$ cat config.mk
export PLATFORM = sky130hd
export DESIGN_NAME = hsd_global_ctrl
export DESIGN_NICKNAME = d
export VERILOG_FILES = /design/src/rtl/hsd_pkg.sv /design/src/rtl/hsd_axil.sv /design/src/rtl/hsd_global_ctrl.sv /design/src/rtl/hsd_timer.sv
export SDC_FILE = /design/constraint.sdc
export NUM_CORES = 1
export LEC_CHECK = 0
export ABC_CLOCK_PERIOD_IN_PS = 5500
export BUFFER_PORTS_ARGS = -buffer_cell sky130_fd_sc_hd__buf_4
export CAP_MARGIN = 0
export CORE_UTILIZATION = 30
export CTS_CLUSTER_SIZE = 10
export DETAILED_ROUTE_END_ITERATION = 8
export MAX_ROUTING_LAYER = met4
export PLACE_DENSITY = 0.53
export SYNTH_ARGS = -nofsm -noshare
export SYNTH_HDL_FRONTEND = slang
export SYNTH_SLANG_ARGS = --single-unit
$ cat constraint.sdc
create_clock -name clk -period 5.5 [get_ports clk]
set_input_delay 1.65 -clock clk [delete_from_list [all_inputs] [get_ports clk]]
set_output_delay 1.65 -clock clk [all_outputs]
set_load 0.05 [all_outputs]
$ cat src/rtl/hsd_pkg.sv
// Constants, register map and field layout of the device global control slice
package hsd_pkg;
  // ==========================================================
  // Register map (byte addresses)
  localparam logic [7:0] HSD_OFS_CTRL = 8'h00;
  localparam logic [7:0] HSD_OFS_FNUM = 8'h04;
  localparam logic [7:0] HSD_OFS_IEN = 8'h10;
  // ==========================================================
  // Reset values
  localparam logic [31:0] HSD_CTRL_RST = 32'h0000_0200;
  localparam logic [31:0] HSD_FNUM_RST = 32'h0000_0000;
  localparam logic [31:0] HSD_IEN_RST = 32'h0000_0010;
  // ==========================================================
  // Control fields
  localparam int HSD_ADDR_W = 7;
  localparam int HSD_ADDR_LSB = 0;
  localparam int HSD_ADDR_EN_BIT = 7;
  localparam int HSD_EN_BIT = 8;
  localparam int HSD_DETACH_BIT = 9;
  localparam int HSD_WAKE_BIT = 10;
  localparam int HSD_PULLD_BIT = 11;
  // ==========================================================
  // Frame number fields
  localparam int HSD_MICRO_W = 3;
  localparam int HSD_MICRO_LSB = 0;
  localparam int HSD_FRAME_W = 11;
  localparam int HSD_FRAME_LSB = 3;
  localparam int HSD_FERR_BIT = 31;
  localparam int HSD_MICRO_PER_FRAME = 8;
  localparam int HSD_MICRO_US = 125;
  // ==========================================================
  // Interrupt enable fields
  localparam int HSD_IEN_ENDRST_BIT = 4;
  localparam logic [31:0] HSD_IEN_EVT_MASK = 32'h0000_00FE;
  localparam logic [31:0] HSD_IEN_EPT_MASK = 32'h0000_7F00;
  localparam logic [31:0] HSD_IEN_DMA_MASK = 32'h7E00_0000;
  // ==========================================================
  // Bus responses
  localparam logic [1:0] HSD_RESP_OKAY = 2'h0;
  localparam logic [1:0] HSD_RESP_SLVERR = 2'h2;
  // ==========================================================
  // Timing
  localparam int HSD_CLK_KHZ = 40000;
  localparam int HSD_SUSP_IDLE_MS = 3;
  localparam int HSD_RSM_WAIT_MS = 5;
  localparam int HSD_RSM_DRIVE_MS = 2;
  localparam int HSD_TMR_W = 20;
  localparam logic [HSD_TMR_W-1:0] HSD_SUSP_CYC =
    HSD_TMR_W'(HSD_SUSP_IDLE_MS * HSD_CLK_KHZ);
  localparam logic [HSD_TMR_W-1:0] HSD_RSM_WAIT_CYC =
    HSD_TMR_W'(HSD_RSM_WAIT_MS * HSD_CLK_KHZ);
  localparam logic [HSD_TMR_W-1:0] HSD_RSM_DRIVE_CYC =
    HSD_TMR_W'(HSD_RSM_DRIVE_MS * HSD_CLK_KHZ);
endpackage

$ cat src/rtl/hsd_axil.sv
// AXI4-Lite slave front end: one write and one read in flight
`timescale 1ns/1ps
module hsd_axil
  import hsd_pkg::*;
(
  // Clock and reset
  input wire logic clk,
  input wire logic sys_rst,
  // Write address and data
  input wire logic [7:0] s_awaddr,
  input wire logic s_awvalid,
  output logic s_awready,
  input wire logic [31:0] s_wdata,
  input wire logic [3:0] s_wstrb,
  input wire logic s_wvalid,
  output logic s_wready,
  // Write response
  output logic [1:0] s_bresp,
  output logic s_bvalid,
  input wire logic s_bready,
  // Read
  input wire logic [7:0] s_araddr,
  input wire logic s_arvalid,
  output logic s_arready,
  output logic [31:0] s_rdata,
  output logic [1:0] s_rresp,
  output logic s_rvalid,
  input wire logic s_rready,
  // Register side
  output logic wr_req,
  output logic [7:0] wr_addr,
  output logic [31:0] wr_data,
  output logic [3:0] wr_strb,
  input wire logic wr_err,
  output logic rd_req,
  output logic [7:0] rd_addr,
  input wire logic [31:0] rd_data,
  input wire logic rd_err
);
  typedef struct packed
  {
    logic aw_got;
    logic [7:0] awaddr;
    logic w_got;
    logic [31:0] wdata;
    logic [3:0] wstrb;
    logic bvalid;
    logic [1:0] bresp;
    logic ar_got;
    logic [7:0] araddr;
    logic rvalid;
    logic [31:0] rdata;
    logic [1:0] rresp;
  } hsd_axi_st_t;

  hsd_axi_st_t s_r;
  hsd_axi_st_t s_nxt;

  assign s_awready = !s_r.aw_got && !s_r.bvalid;
  assign s_wready = !s_r.w_got && !s_r.bvalid;
  assign s_arready = !s_r.ar_got && !s_r.rvalid;
  assign wr_req = s_r.aw_got && s_r.w_got && !s_r.bvalid;
  assign rd_req = s_r.ar_got && !s_r.rvalid;

  always_comb
  begin
    s_nxt = s_r;
    if (s_awvalid && s_awready)
    begin
      s_nxt.aw_got = 1'b1;
      s_nxt.awaddr = s_awaddr;
    end
    if (s_wvalid && s_wready)
    begin
      s_nxt.w_got = 1'b1;
      s_nxt.wdata = s_wdata;
      s_nxt.wstrb = s_wstrb;
    end
    if (wr_req)
    begin
      s_nxt.aw_got = 1'b0;
      s_nxt.w_got = 1'b0;
      s_nxt.bvalid = 1'b1;
      s_nxt.bresp = wr_err ? HSD_RESP_SLVERR : HSD_RESP_OKAY;
    end
    else if (s_r.bvalid && s_bready)
      s_nxt.bvalid = 1'b0;
    if (s_arvalid && s_arready)
    begin
      s_nxt.ar_got = 1'b1;
      s_nxt.araddr = s_araddr;
    end
    if (rd_req)
    begin
      s_nxt.ar_got = 1'b0;
      s_nxt.rvalid = 1'b1;
      s_nxt.rdata = rd_data;
      s_nxt.rresp = rd_err ? HSD_RESP_SLVERR : HSD_RESP_OKAY;
    end
    else if (s_r.rvalid && s_rready)
      s_nxt.rvalid = 1'b0;
  end

  always_ff @(posedge clk)
  begin
    if (sys_rst)
      s_r <= '0;
    else
      s_r <= s_nxt;
  end

  assign wr_addr = s_r.awaddr;
  assign wr_data = s_r.wdata;
  assign wr_strb = s_r.wstrb;
  assign rd_addr = s_r.araddr;
  assign s_bvalid = s_r.bvalid;
  assign s_bresp = s_r.bresp;
  assign s_rvalid = s_r.rvalid;
  assign s_rdata = s_r.rdata;
  assign s_rresp = s_r.rresp;
endmodule // hsd_axil

$ cat src/rtl/hsd_global_ctrl.sv
// Global control of the high-speed device port: address, attach, frames
//
// Function
// - Address reads zero after reset, bus reset
// - Enabled: match stored address, else zero
// - Address enable cleared by reset, bus reset
// - Enable zero resets controller, transceiver off
// - Detach one: detach, transceiver suspend low
// - Detach zero: D+ pull-up on, attached; the code turns the pull-up on only while enable is one
// - Wakeup write one requests, zero ignored
// - Resume only after 5 ms suspend
// - Wakeup request cleared when resume ends
// - Pull-down disable drives both pull-downs zero
// - Pull-down disable plus detach: lines float
// - Microframe counts 0..7, zero per frame
// - Eight microframes of 125 us each
// - Frame number from last good SOF
// - Bit 31 flags corrupted frame number
// - Error flag updated with start event
// - Event enable bits read and write
// - Bus reset forces end-of-reset enable
// - Endpoint 0..6 enables in bits 8..14
// - Each DMA channel has own enable
// - Suspend after 3 ms idle J
//
// Decided for this implementation: the AXI4-Lite slave port and the address map.
`timescale 1ns/1ps
module hsd_global_ctrl
  import hsd_pkg::*;
#(
  parameter logic [hsd_pkg::HSD_TMR_W-1:0] SUSP_CYC = hsd_pkg::HSD_SUSP_CYC,
  parameter logic [hsd_pkg::HSD_TMR_W-1:0] RSM_WAIT_CYC =
    hsd_pkg::HSD_RSM_WAIT_CYC,
  parameter logic [hsd_pkg::HSD_TMR_W-1:0] RSM_DRIVE_CYC =
    hsd_pkg::HSD_RSM_DRIVE_CYC
)
(
  // Clock and reset
  input wire logic clk,
  input wire logic sys_rst,
  // AXI4-Lite write address and data
  input wire logic [7:0] s_awaddr,
  input wire logic s_awvalid,
  output logic s_awready,
  input wire logic [31:0] s_wdata,
  input wire logic [3:0] s_wstrb,
  input wire logic s_wvalid,
  output logic s_wready,
  // AXI4-Lite write response
  output logic [1:0] s_bresp,
  output logic s_bvalid,
  input wire logic s_bready,
  // AXI4-Lite read
  input wire logic [7:0] s_araddr,
  input wire logic s_arvalid,
  output logic s_arready,
  output logic [31:0] s_rdata,
  output logic [1:0] s_rresp,
  output logic s_rvalid,
  input wire logic s_rready,
  // Packet decoder events
  input wire logic bus_reset,
  input wire logic sof_pulse,
  input wire logic usof_pulse,
  input wire logic [10:0] sof_frame,
  input wire logic sof_crc_err,
  input wire logic tok_valid,
  input wire logic [6:0] tok_addr,
  output logic tok_accept,
  // Event flags of the status logic
  input wire logic [31:0] evt_pending,
  output logic irq,
  // Transceiver line state, asynchronous
  input wire logic line_idle_j,
  // Transceiver control
  output logic ctrl_reset,
  output logic phy_enable,
  output logic phy_suspend_n,
  output logic dp_pullup,
  output logic dp_pulldown,
  output logic dm_pulldown,
  output logic pad_hiz,
  output logic resume_drive,
  // Event pulses and suspend state to the status logic
  output logic suspend_event,
  output logic remote_resume_event,
  output logic suspended
);
  // ==========================================================
  // State
  typedef struct packed
  {
    logic [HSD_ADDR_W-1:0] addr;
    logic addr_en;
    logic en;
    logic detach;
    logic wake_req;
    logic pulldown_disable;
    logic [HSD_FRAME_W-1:0] frame;
    logic [HSD_MICRO_W-1:0] micro;
    logic ferr;
    logic [31:0] ien;
    logic tok_acc;
    logic irq;
    logic idle_s1;
    logic idle_s2;
    logic suspended;
    logic susp_evt;
    logic rsm_active;
    logic rsm_evt;
  } hsd_st_t;

  hsd_st_t s_r;
  hsd_st_t s_nxt;

  logic wr_req;
  logic [7:0] wr_addr;
  logic [31:0] wr_data;
  logic [3:0] wr_strb;
  logic wr_err;
  logic rd_req;
  logic [7:0] rd_addr;
  logic [31:0] rd_data;
  logic rd_err;
  logic susp_done;
  logic wait_done;
  logic drive_done;
  logic [31:0] ctrl_word;
  logic [31:0] fnum_word;
  logic [31:0] merged;

  // ==========================================================
  // Decode helpers
  function automatic logic hsd_mapped(input logic [7:0] a);
    hsd_mapped = (a == HSD_OFS_CTRL) || (a == HSD_OFS_FNUM) ||
      (a == HSD_OFS_IEN);
  endfunction

  function automatic logic [31:0] hsd_merge(input logic [31:0] old,
    input logic [31:0] nw, input logic [3:0] strb);
    logic [31:0] m;
    m = old;
    for (int i = 0; i < 4; i++)
    begin
      if (strb[i])
        m[i*8 +: 8] = nw[i*8 +: 8];
    end
    hsd_merge = m;
  endfunction

  // ==========================================================
  // Bus front end
  hsd_axil u_axil (
    .clk(clk),
    .sys_rst(sys_rst),
    .s_awaddr(s_awaddr),
    .s_awvalid(s_awvalid),
    .s_awready(s_awready),
    .s_wdata(s_wdata),
    .s_wstrb(s_wstrb),
    .s_wvalid(s_wvalid),
    .s_wready(s_wready),
    .s_bresp(s_bresp),
    .s_bvalid(s_bvalid),
    .s_bready(s_bready),
    .s_araddr(s_araddr),
    .s_arvalid(s_arvalid),
    .s_arready(s_arready),
    .s_rdata(s_rdata),
    .s_rresp(s_rresp),
    .s_rvalid(s_rvalid),
    .s_rready(s_rready),
    .wr_req(wr_req),
    .wr_addr(wr_addr),
    .wr_data(wr_data),
    .wr_strb(wr_strb),
    .wr_err(wr_err),
    .rd_req(rd_req),
    .rd_addr(rd_addr),
    .rd_data(rd_data),
    .rd_err(rd_err)
  );

  // ==========================================================
  // Register words
  always_comb
  begin
    ctrl_word = '0;
    ctrl_word[HSD_ADDR_LSB +: HSD_ADDR_W] = s_r.addr;
    ctrl_word[HSD_ADDR_EN_BIT] = s_r.addr_en;
    ctrl_word[HSD_EN_BIT] = s_r.en;
    ctrl_word[HSD_DETACH_BIT] = s_r.detach;
    ctrl_word[HSD_WAKE_BIT] = s_r.wake_req;
    ctrl_word[HSD_PULLD_BIT] = s_r.pulldown_disable;
    fnum_word = HSD_FNUM_RST;
    fnum_word[HSD_MICRO_LSB +: HSD_MICRO_W] = s_r.micro;
    fnum_word[HSD_FRAME_LSB +: HSD_FRAME_W] = s_r.frame;
    fnum_word[HSD_FERR_BIT] = s_r.ferr;
  end

  assign wr_err = !hsd_mapped(wr_addr);
  assign rd_err = !hsd_mapped(rd_addr);

  always_comb
  begin
    rd_data = '0;
    case (rd_addr)
      HSD_OFS_CTRL: rd_data = ctrl_word;
      HSD_OFS_FNUM: rd_data = fnum_word;
      HSD_OFS_IEN: rd_data = s_r.ien;
      default: rd_data = '0;
    endcase
  end

  // ==========================================================
  // Suspend and upstream resume timing
  // Timers restart whenever their condition drops, so a glitch-free
  // line is needed for the whole interval.
  hsd_timer #(.LIMIT(SUSP_CYC)) u_susp_tmr (
    .clk(clk),
    .sys_rst(sys_rst),
    .run(s_r.idle_s2 && s_r.en),
    .done(susp_done)
  );

  hsd_timer #(.LIMIT(RSM_WAIT_CYC)) u_wait_tmr (
    .clk(clk),
    .sys_rst(sys_rst),
    .run(s_r.suspended),
    .done(wait_done)
  );

  hsd_timer #(.LIMIT(RSM_DRIVE_CYC)) u_drive_tmr (
    .clk(clk),
    .sys_rst(sys_rst),
    .run(s_r.rsm_active),
    .done(drive_done)
  );

  // ==========================================================
  // Next state
  always_comb
  begin
    s_nxt = s_r;
    merged = hsd_merge(ctrl_word, wr_data, wr_strb);
    s_nxt.idle_s1 = line_idle_j;
    s_nxt.idle_s2 = s_r.idle_s1;
    s_nxt.susp_evt = 1'b0;
    s_nxt.rsm_evt = 1'b0;

    // Suspend state follows the idle timer
    s_nxt.suspended = susp_done;
    if (susp_done && !s_r.suspended)
      s_nxt.susp_evt = 1'b1;

    // Resume signalling ends first so a new write can still win
    if (s_r.rsm_active && drive_done)
    begin
      s_nxt.rsm_active = 1'b0;
      s_nxt.wake_req = 1'b0;
    end
    else if (s_r.wake_req && wait_done && !s_r.rsm_active)
    begin
      s_nxt.rsm_active = 1'b1;
      s_nxt.rsm_evt = 1'b1;
    end

    // Software writes
    if (wr_req)
    begin
      case (wr_addr)
        HSD_OFS_CTRL:
        begin
          s_nxt.addr = merged[HSD_ADDR_LSB +: HSD_ADDR_W];
          s_nxt.addr_en = merged[HSD_ADDR_EN_BIT];
          s_nxt.en = merged[HSD_EN_BIT];
          s_nxt.detach = merged[HSD_DETACH_BIT];
          s_nxt.pulldown_disable = merged[HSD_PULLD_BIT];
          if (wr_strb[HSD_WAKE_BIT / 8] && wr_data[HSD_WAKE_BIT])
            s_nxt.wake_req = 1'b1;
        end
        HSD_OFS_IEN:
          s_nxt.ien = hsd_merge(s_r.ien, wr_data, wr_strb) &
            (HSD_IEN_EVT_MASK | HSD_IEN_EPT_MASK |
            HSD_IEN_DMA_MASK);
        default:
          s_nxt.ien = s_nxt.ien;
      endcase
    end

    // Frame tracking; the two start events never coincide
    if (s_r.en && sof_pulse)
    begin
      s_nxt.ferr = sof_crc_err;
      if (!sof_crc_err)
      begin
        s_nxt.frame = sof_frame;
        s_nxt.micro = '0;
      end
    end
    else if (s_r.en && usof_pulse)
    begin
      s_nxt.ferr = sof_crc_err;
      // Wraps after HSD_MICRO_PER_FRAME steps
      s_nxt.micro = s_r.micro + 1'b1;
    end

    // Bus reset beats a write in the same cycle
    if (bus_reset)
    begin
      s_nxt.addr = '0;
      s_nxt.addr_en = 1'b0;
      s_nxt.ien[HSD_IEN_ENDRST_BIT] = 1'b1;
    end

    // Disabled controller holds its bus-facing state in reset
    if (!s_nxt.en)
    begin
      s_nxt.addr = '0;
      s_nxt.addr_en = 1'b0;
      s_nxt.frame = '0;
      s_nxt.micro = '0;
      s_nxt.ferr = 1'b0;
      s_nxt.wake_req = 1'b0;
      s_nxt.rsm_active = 1'b0;
    end

    // Token filter
    s_nxt.tok_acc = tok_valid && s_r.en &&
      (tok_addr == (s_r.addr_en ? s_r.addr : '0));

    s_nxt.irq = |(evt_pending & s_r.ien);
  end

  // ==========================================================
  // State register
  always_ff @(posedge clk)
  begin
    if (sys_rst)
    begin
      s_r <= '0;
      s_r.en <= HSD_CTRL_RST[HSD_EN_BIT];
      s_r.detach <= HSD_CTRL_RST[HSD_DETACH_BIT];
      s_r.ien <= HSD_IEN_RST;
    end
    else
      s_r <= s_nxt;
  end

  // ==========================================================
  // Outputs
  assign tok_accept = s_r.tok_acc;
  assign irq = s_r.irq;
  assign ctrl_reset = !s_r.en;
  assign phy_enable = s_r.en;
  assign phy_suspend_n = !s_r.detach;
  assign dp_pullup = s_r.en && !s_r.detach;
  assign dp_pulldown = !s_r.pulldown_disable;
  assign dm_pulldown = !s_r.pulldown_disable;
  assign pad_hiz = s_r.pulldown_disable && s_r.detach;
  assign resume_drive = s_r.rsm_active;
  assign suspend_event = s_r.susp_evt;
  assign remote_resume_event = s_r.rsm_evt;
  assign suspended = s_r.suspended;
endmodule // hsd_global_ctrl

$ cat src/rtl/hsd_timer.sv
// Saturating duration timer: done while run has held for limit plus one cycles
`timescale 1ns/1ps
module hsd_timer
  import hsd_pkg::*;
#(
  parameter logic [hsd_pkg::HSD_TMR_W-1:0] LIMIT = hsd_pkg::HSD_SUSP_CYC
)
(
  // Clock and reset
  input wire logic clk,
  input wire logic sys_rst,
  // Control
  input wire logic run,
  output logic done
);
  typedef struct packed
  {
    logic [HSD_TMR_W-1:0] cnt;
    logic done;
  } hsd_tmr_st_t;

  hsd_tmr_st_t s_r;
  hsd_tmr_st_t s_nxt;

  always_comb
  begin
    s_nxt = s_r;
    if (!run)
    begin
      s_nxt.cnt = '0;
      s_nxt.done = 1'b0;
    end
    else if (s_r.cnt != LIMIT)
    begin
      s_nxt.cnt = s_r.cnt + 1'b1;
    end
    else
    begin
      s_nxt.done = 1'b1;
    end
  end

  always_ff @(posedge clk)
  begin
    if (sys_rst)
      s_r <= '0;
    else
      s_r <= s_nxt;
  end

  assign done = s_r.done;
endmodule // hsd_timer

==> run_results.csv <==
group,metric,value,unit
run_status,status,"complete, no violations",
sta,setup_violations,0,
critical_path,critPathLaunchType,"input port",
sta,fmax,327,MHz
worst_hold_path,hold_path_class,"reg -> reg",
critical_path,cp_data_required_time,5880,ps
routing,wl_per_cell,15.1,um
critical_path,slowest_stage,"or4_1",
synth,synthDistinctLibCells,56,
critical_path,max_stage_delay,640,ps
synth,ys.flop_type,"dfxtp_1",
pwr,irDropWorstVdd,0.226,mV
synth,ys.warnings.count,0,
die,core_area,27000,sq um
clock_tree,clock_latency,440,ps
routing,drt_iter0_drc,467,
sta,final.setup.worst_slack,2440,ps
sta,slew_headroom,29.5,%
clock_tree,cts-buffers-inserted,17,
synth,synth-simple-area-share,25.3,%
routing,drtAntennaViolNets,0,
worst_hold_path,worstHoldStart,"s_nxt[4]$_SDFF_PP0_",
sta,hold_violations,0,
critical_path,path_buf_inv,1,
pwr,power_switching,0.798,mW
die,io_pins,169,
finish,multi_input_area,4060,sq um
finish,fin_nets,1163,
critical_path,path_cells,"buf_4 -> nor2b_1 -> nand2_1 -> or4_1 -> nand2_1",
synth,synth_edf_count,0,
global_routing,grt_pass1_wl,34100,um
sta,slew_viol_final,0,
clock_tree,cts-root-buf,"clkbuf_16",
critical_path,crit_path_max_fanout,33,
critical_path,crit_type,"in -> reg",
sta,rsz0062_at_grt,"no",
finish,final-seq-area,3740,sq um
placed_design,portBuffers,132,
sta,post-route-min-period,3060,ps
job,drv_cap,0,
clock_tree,clkSlewWorstSetupHoldPaths,80,ps
synth,netlist_instances,958,
synth,netlist_top_cells_count,"187 x dfxtp_1, 156 x nand2_1, 92 x nor2_1",
die,die_y,168,um
placed_design,dp_slack,1940,ps
die,dieArea,28200,sq um
routing,firstDrtPassIters,5,
synth,synthAdderAreaFrac,1.06,%
clock_tree,cts_tree,"yes",
critical_path,startpoint,"sys_rst",
pwr,pwr-share-comb,8.1,%
die,die_x,168,um
pwr,clock_power_share,43.8,%
die,rows,60,
global_routing,grt_pass1_vias,6463,
global_routing,track_usage,15.8,%
global_routing,overflow,0,
clock_tree,clk_path_buf_depth,2,
clock_tree,post_cts_buffers,0,
pwr,seqPwrFrac,48.1,%
synth,synth.area.top_cells,"dfxtp_1 45%, nand2_1 7.1%, mux2i_1 5.4%, a21oi_1 4.4%, nor2_1 4.2%",
pwr,power.internal,2.13,mW
critical_path,crit_path_frequent_cell,"nand2_1",
clock_tree,cts_hold_buffers,0,
global_routing,grt_start_max_net_pins,54,
synth,yosysSeqAreaShare,45.3,%
synth,synth_xor_area_share,3.81,%
finish,area_growth,20.0,%
placed_design,place_hpwl,15500,um
pwr,pwr_density_cell,296,nW/um^2
synth,synth_mux_area_share,5.89,%
global_routing,antenna_found_initial,0,
sta,post-route-period-util,55.6,%
placed_design,gp_congestion,0.811,
sta,clock_skew,18.0,ps
synth,async_reset_ff_share,0,%
critical_path,r2r-start,"u_axil.wr_addr[0]$_SDFFE_PP0P_",
die,initial_core_util,30.6,%
pwr,p_sw_share,27.2,%
routing,wirelength,21100,um
critical_path,critPathCaptureType,"flip-flop",
synth,synth_top_family_by_area,"simple AND/OR/NAND/NOR gates",
synth,synth.largest_area_cell,"dfxtp_1",
sta,finalSetupTns,0,ps
clock_tree,h-tree-depth,4,
finish,drive_gt1_share,17.2,%
synth,netlist_area,8270,sq um
critical_path,critical_path_arrival,3440,ps
routing,drc_errors,0,
routing,vias,6765,
synth,synth_area_per_cell,8.63,sq um
pwr,p_leak,3.60,nW
finish,fillers,2867,
critical_path,critPathTopFamily,"simple AND/OR/NAND/NOR gates",
finish,num_antenna_cells,0,
clock_tree,cts_resized,0,
routing,drt-vias-per-instance,4.85,
sta,max_slew.worst_pin.slew,1050,ps
synth,synth_compound_area_share,12.5,%
synth,synth_top_area_share,45.3,%
synth,synth_most_common_cell,"dfxtp_1",
clock_tree,clock_sinks,187,
synth,synth_seq_cells,187,
==> routing by layer <==
layer / vias up / global-route usage [%] / part of all wire [%]
li1: 3468 / - / -
met1: 3147 / 21.0 / 50
met2: 136 / 24.1 / 45
met3: 14 / 3.62 / 4.5
met4: 0 / 4.27 / 0.99
met5: - / - / 0
==> stage by stage <==
step           util [%]  cell area (sq um)  hold slack, ps  std cells  power [mW]
2_1_floorplan         -               8310             414        969        1.59
3_3_place_gp       34.4               9300             441       1363        1.68
3_5_place_dp       34.4               9300             447       1363        1.68
4_1_cts            36.7               9920             459       1395        2.97
5_1_grt            36.7               9920             470       1395        3.05
6_report           36.7               9920             451       1395        2.93
==> flip-flops by register name, summed over array words and instances, names as in the netlist, 8 cells and up <==
name / count
u_axil.s_rdata: 22
s_r: 21
u_axil.wr_data: 21
u_drive_tmr.s_r: 20
u_susp_tmr.s_r: 20
u_wait_tmr.s_r: 20
fnum_word: 15
ctrl_word: 11
u_axil.rd_addr: 8
u_axil.wr_addr: 8
==> cell families (layout without fill, tap and decap cells) <==
| logic type | count (synthesis) | after routing |
|---|---|---|
| and+or+nand+nor | 419 | 419 |
| DFF | 187 | 187 |
| AOI/OAI and AO/OA | 164 | 164 |
| buffers and inverters | 96 | 181 |
| muxes | 48 | 48 |
| xor gates and xnor gates | 36 | 36 |
| adders and majority gates | 7 | 7 |
| other | 1 | 12 |
==> cell type report <==
class / instances / share of cell area [%]
multi-input combinational: 686 / 40.9
tap: 341 / 4.30
clock inverter: 15 / 1.98
inverter: 14 / 0.530
sequential: 187 / 37.7
clock buffer: 17 / 4.29
timing repair buffer: 135 / 10.2
==> power by group through the flow <==
stage | Combinational (mW) | Clock [mW] | Sequential [mW]
2_1_floorplan | 0.158 | 0 | 1.43
3_3_place_gp | 0.240 | 0 | 1.44
3_5_place_dp | 0.241 | 0 | 1.44
4_1_cts | 0.242 | 1.32 | 1.41
5_1_grt | 0.260 | 1.37 | 1.42
6_report | 0.238 | 1.28 | 1.41
==> placed cells by master, fill, tap and decap left out, drive strengths merged, types with 7 or more instances in the layout <==
| cell type | Yosys | routed |
|---|---|---|
| a21oi | 73 | 73 |
| a22o | 24 | 24 |
| and2 | 9 | 9 |
| and3 | 13 | 13 |
| and4 | 10 | 10 |
| buf | 50 | 135 |
| clkbuf | 32 | 17 |
| conb | 1 | 12 |
| dfxtp | 187 | 187 |
| ha | 7 | 7 |
| inv | 14 | 22 |
| mux2i | 46 | 46 |
| nand2 | 156 | 156 |
| nand2b | 8 | 8 |
| nand3 | 24 | 24 |
| nand4 | 20 | 20 |
| nor2 | 92 | 92 |
| nor2b | 13 | 13 |
| nor3 | 20 | 20 |
| nor4 | 13 | 13 |
| o21ai | 25 | 25 |
| or3 | 11 | 11 |
| or4 | 7 | 7 |
| xnor2 | 14 | 14 |
| xor2 | 22 | 22 |
==> final timing paths <==
path,endpoint,slack (ps),cells after the start
max,u_susp_tmr.s_r[17]$_SDFFE_PP0P_,2440,5
min,s_r[4]$_SDFF_PP0_,450,1
max reg2reg,fnum_word[2]$_SDFFE_PP0P_,3030,4
min reg2reg,s_r[4]$_SDFF_PP0_,450,1
Note: power is estimated with default switching activity, not from simulation.
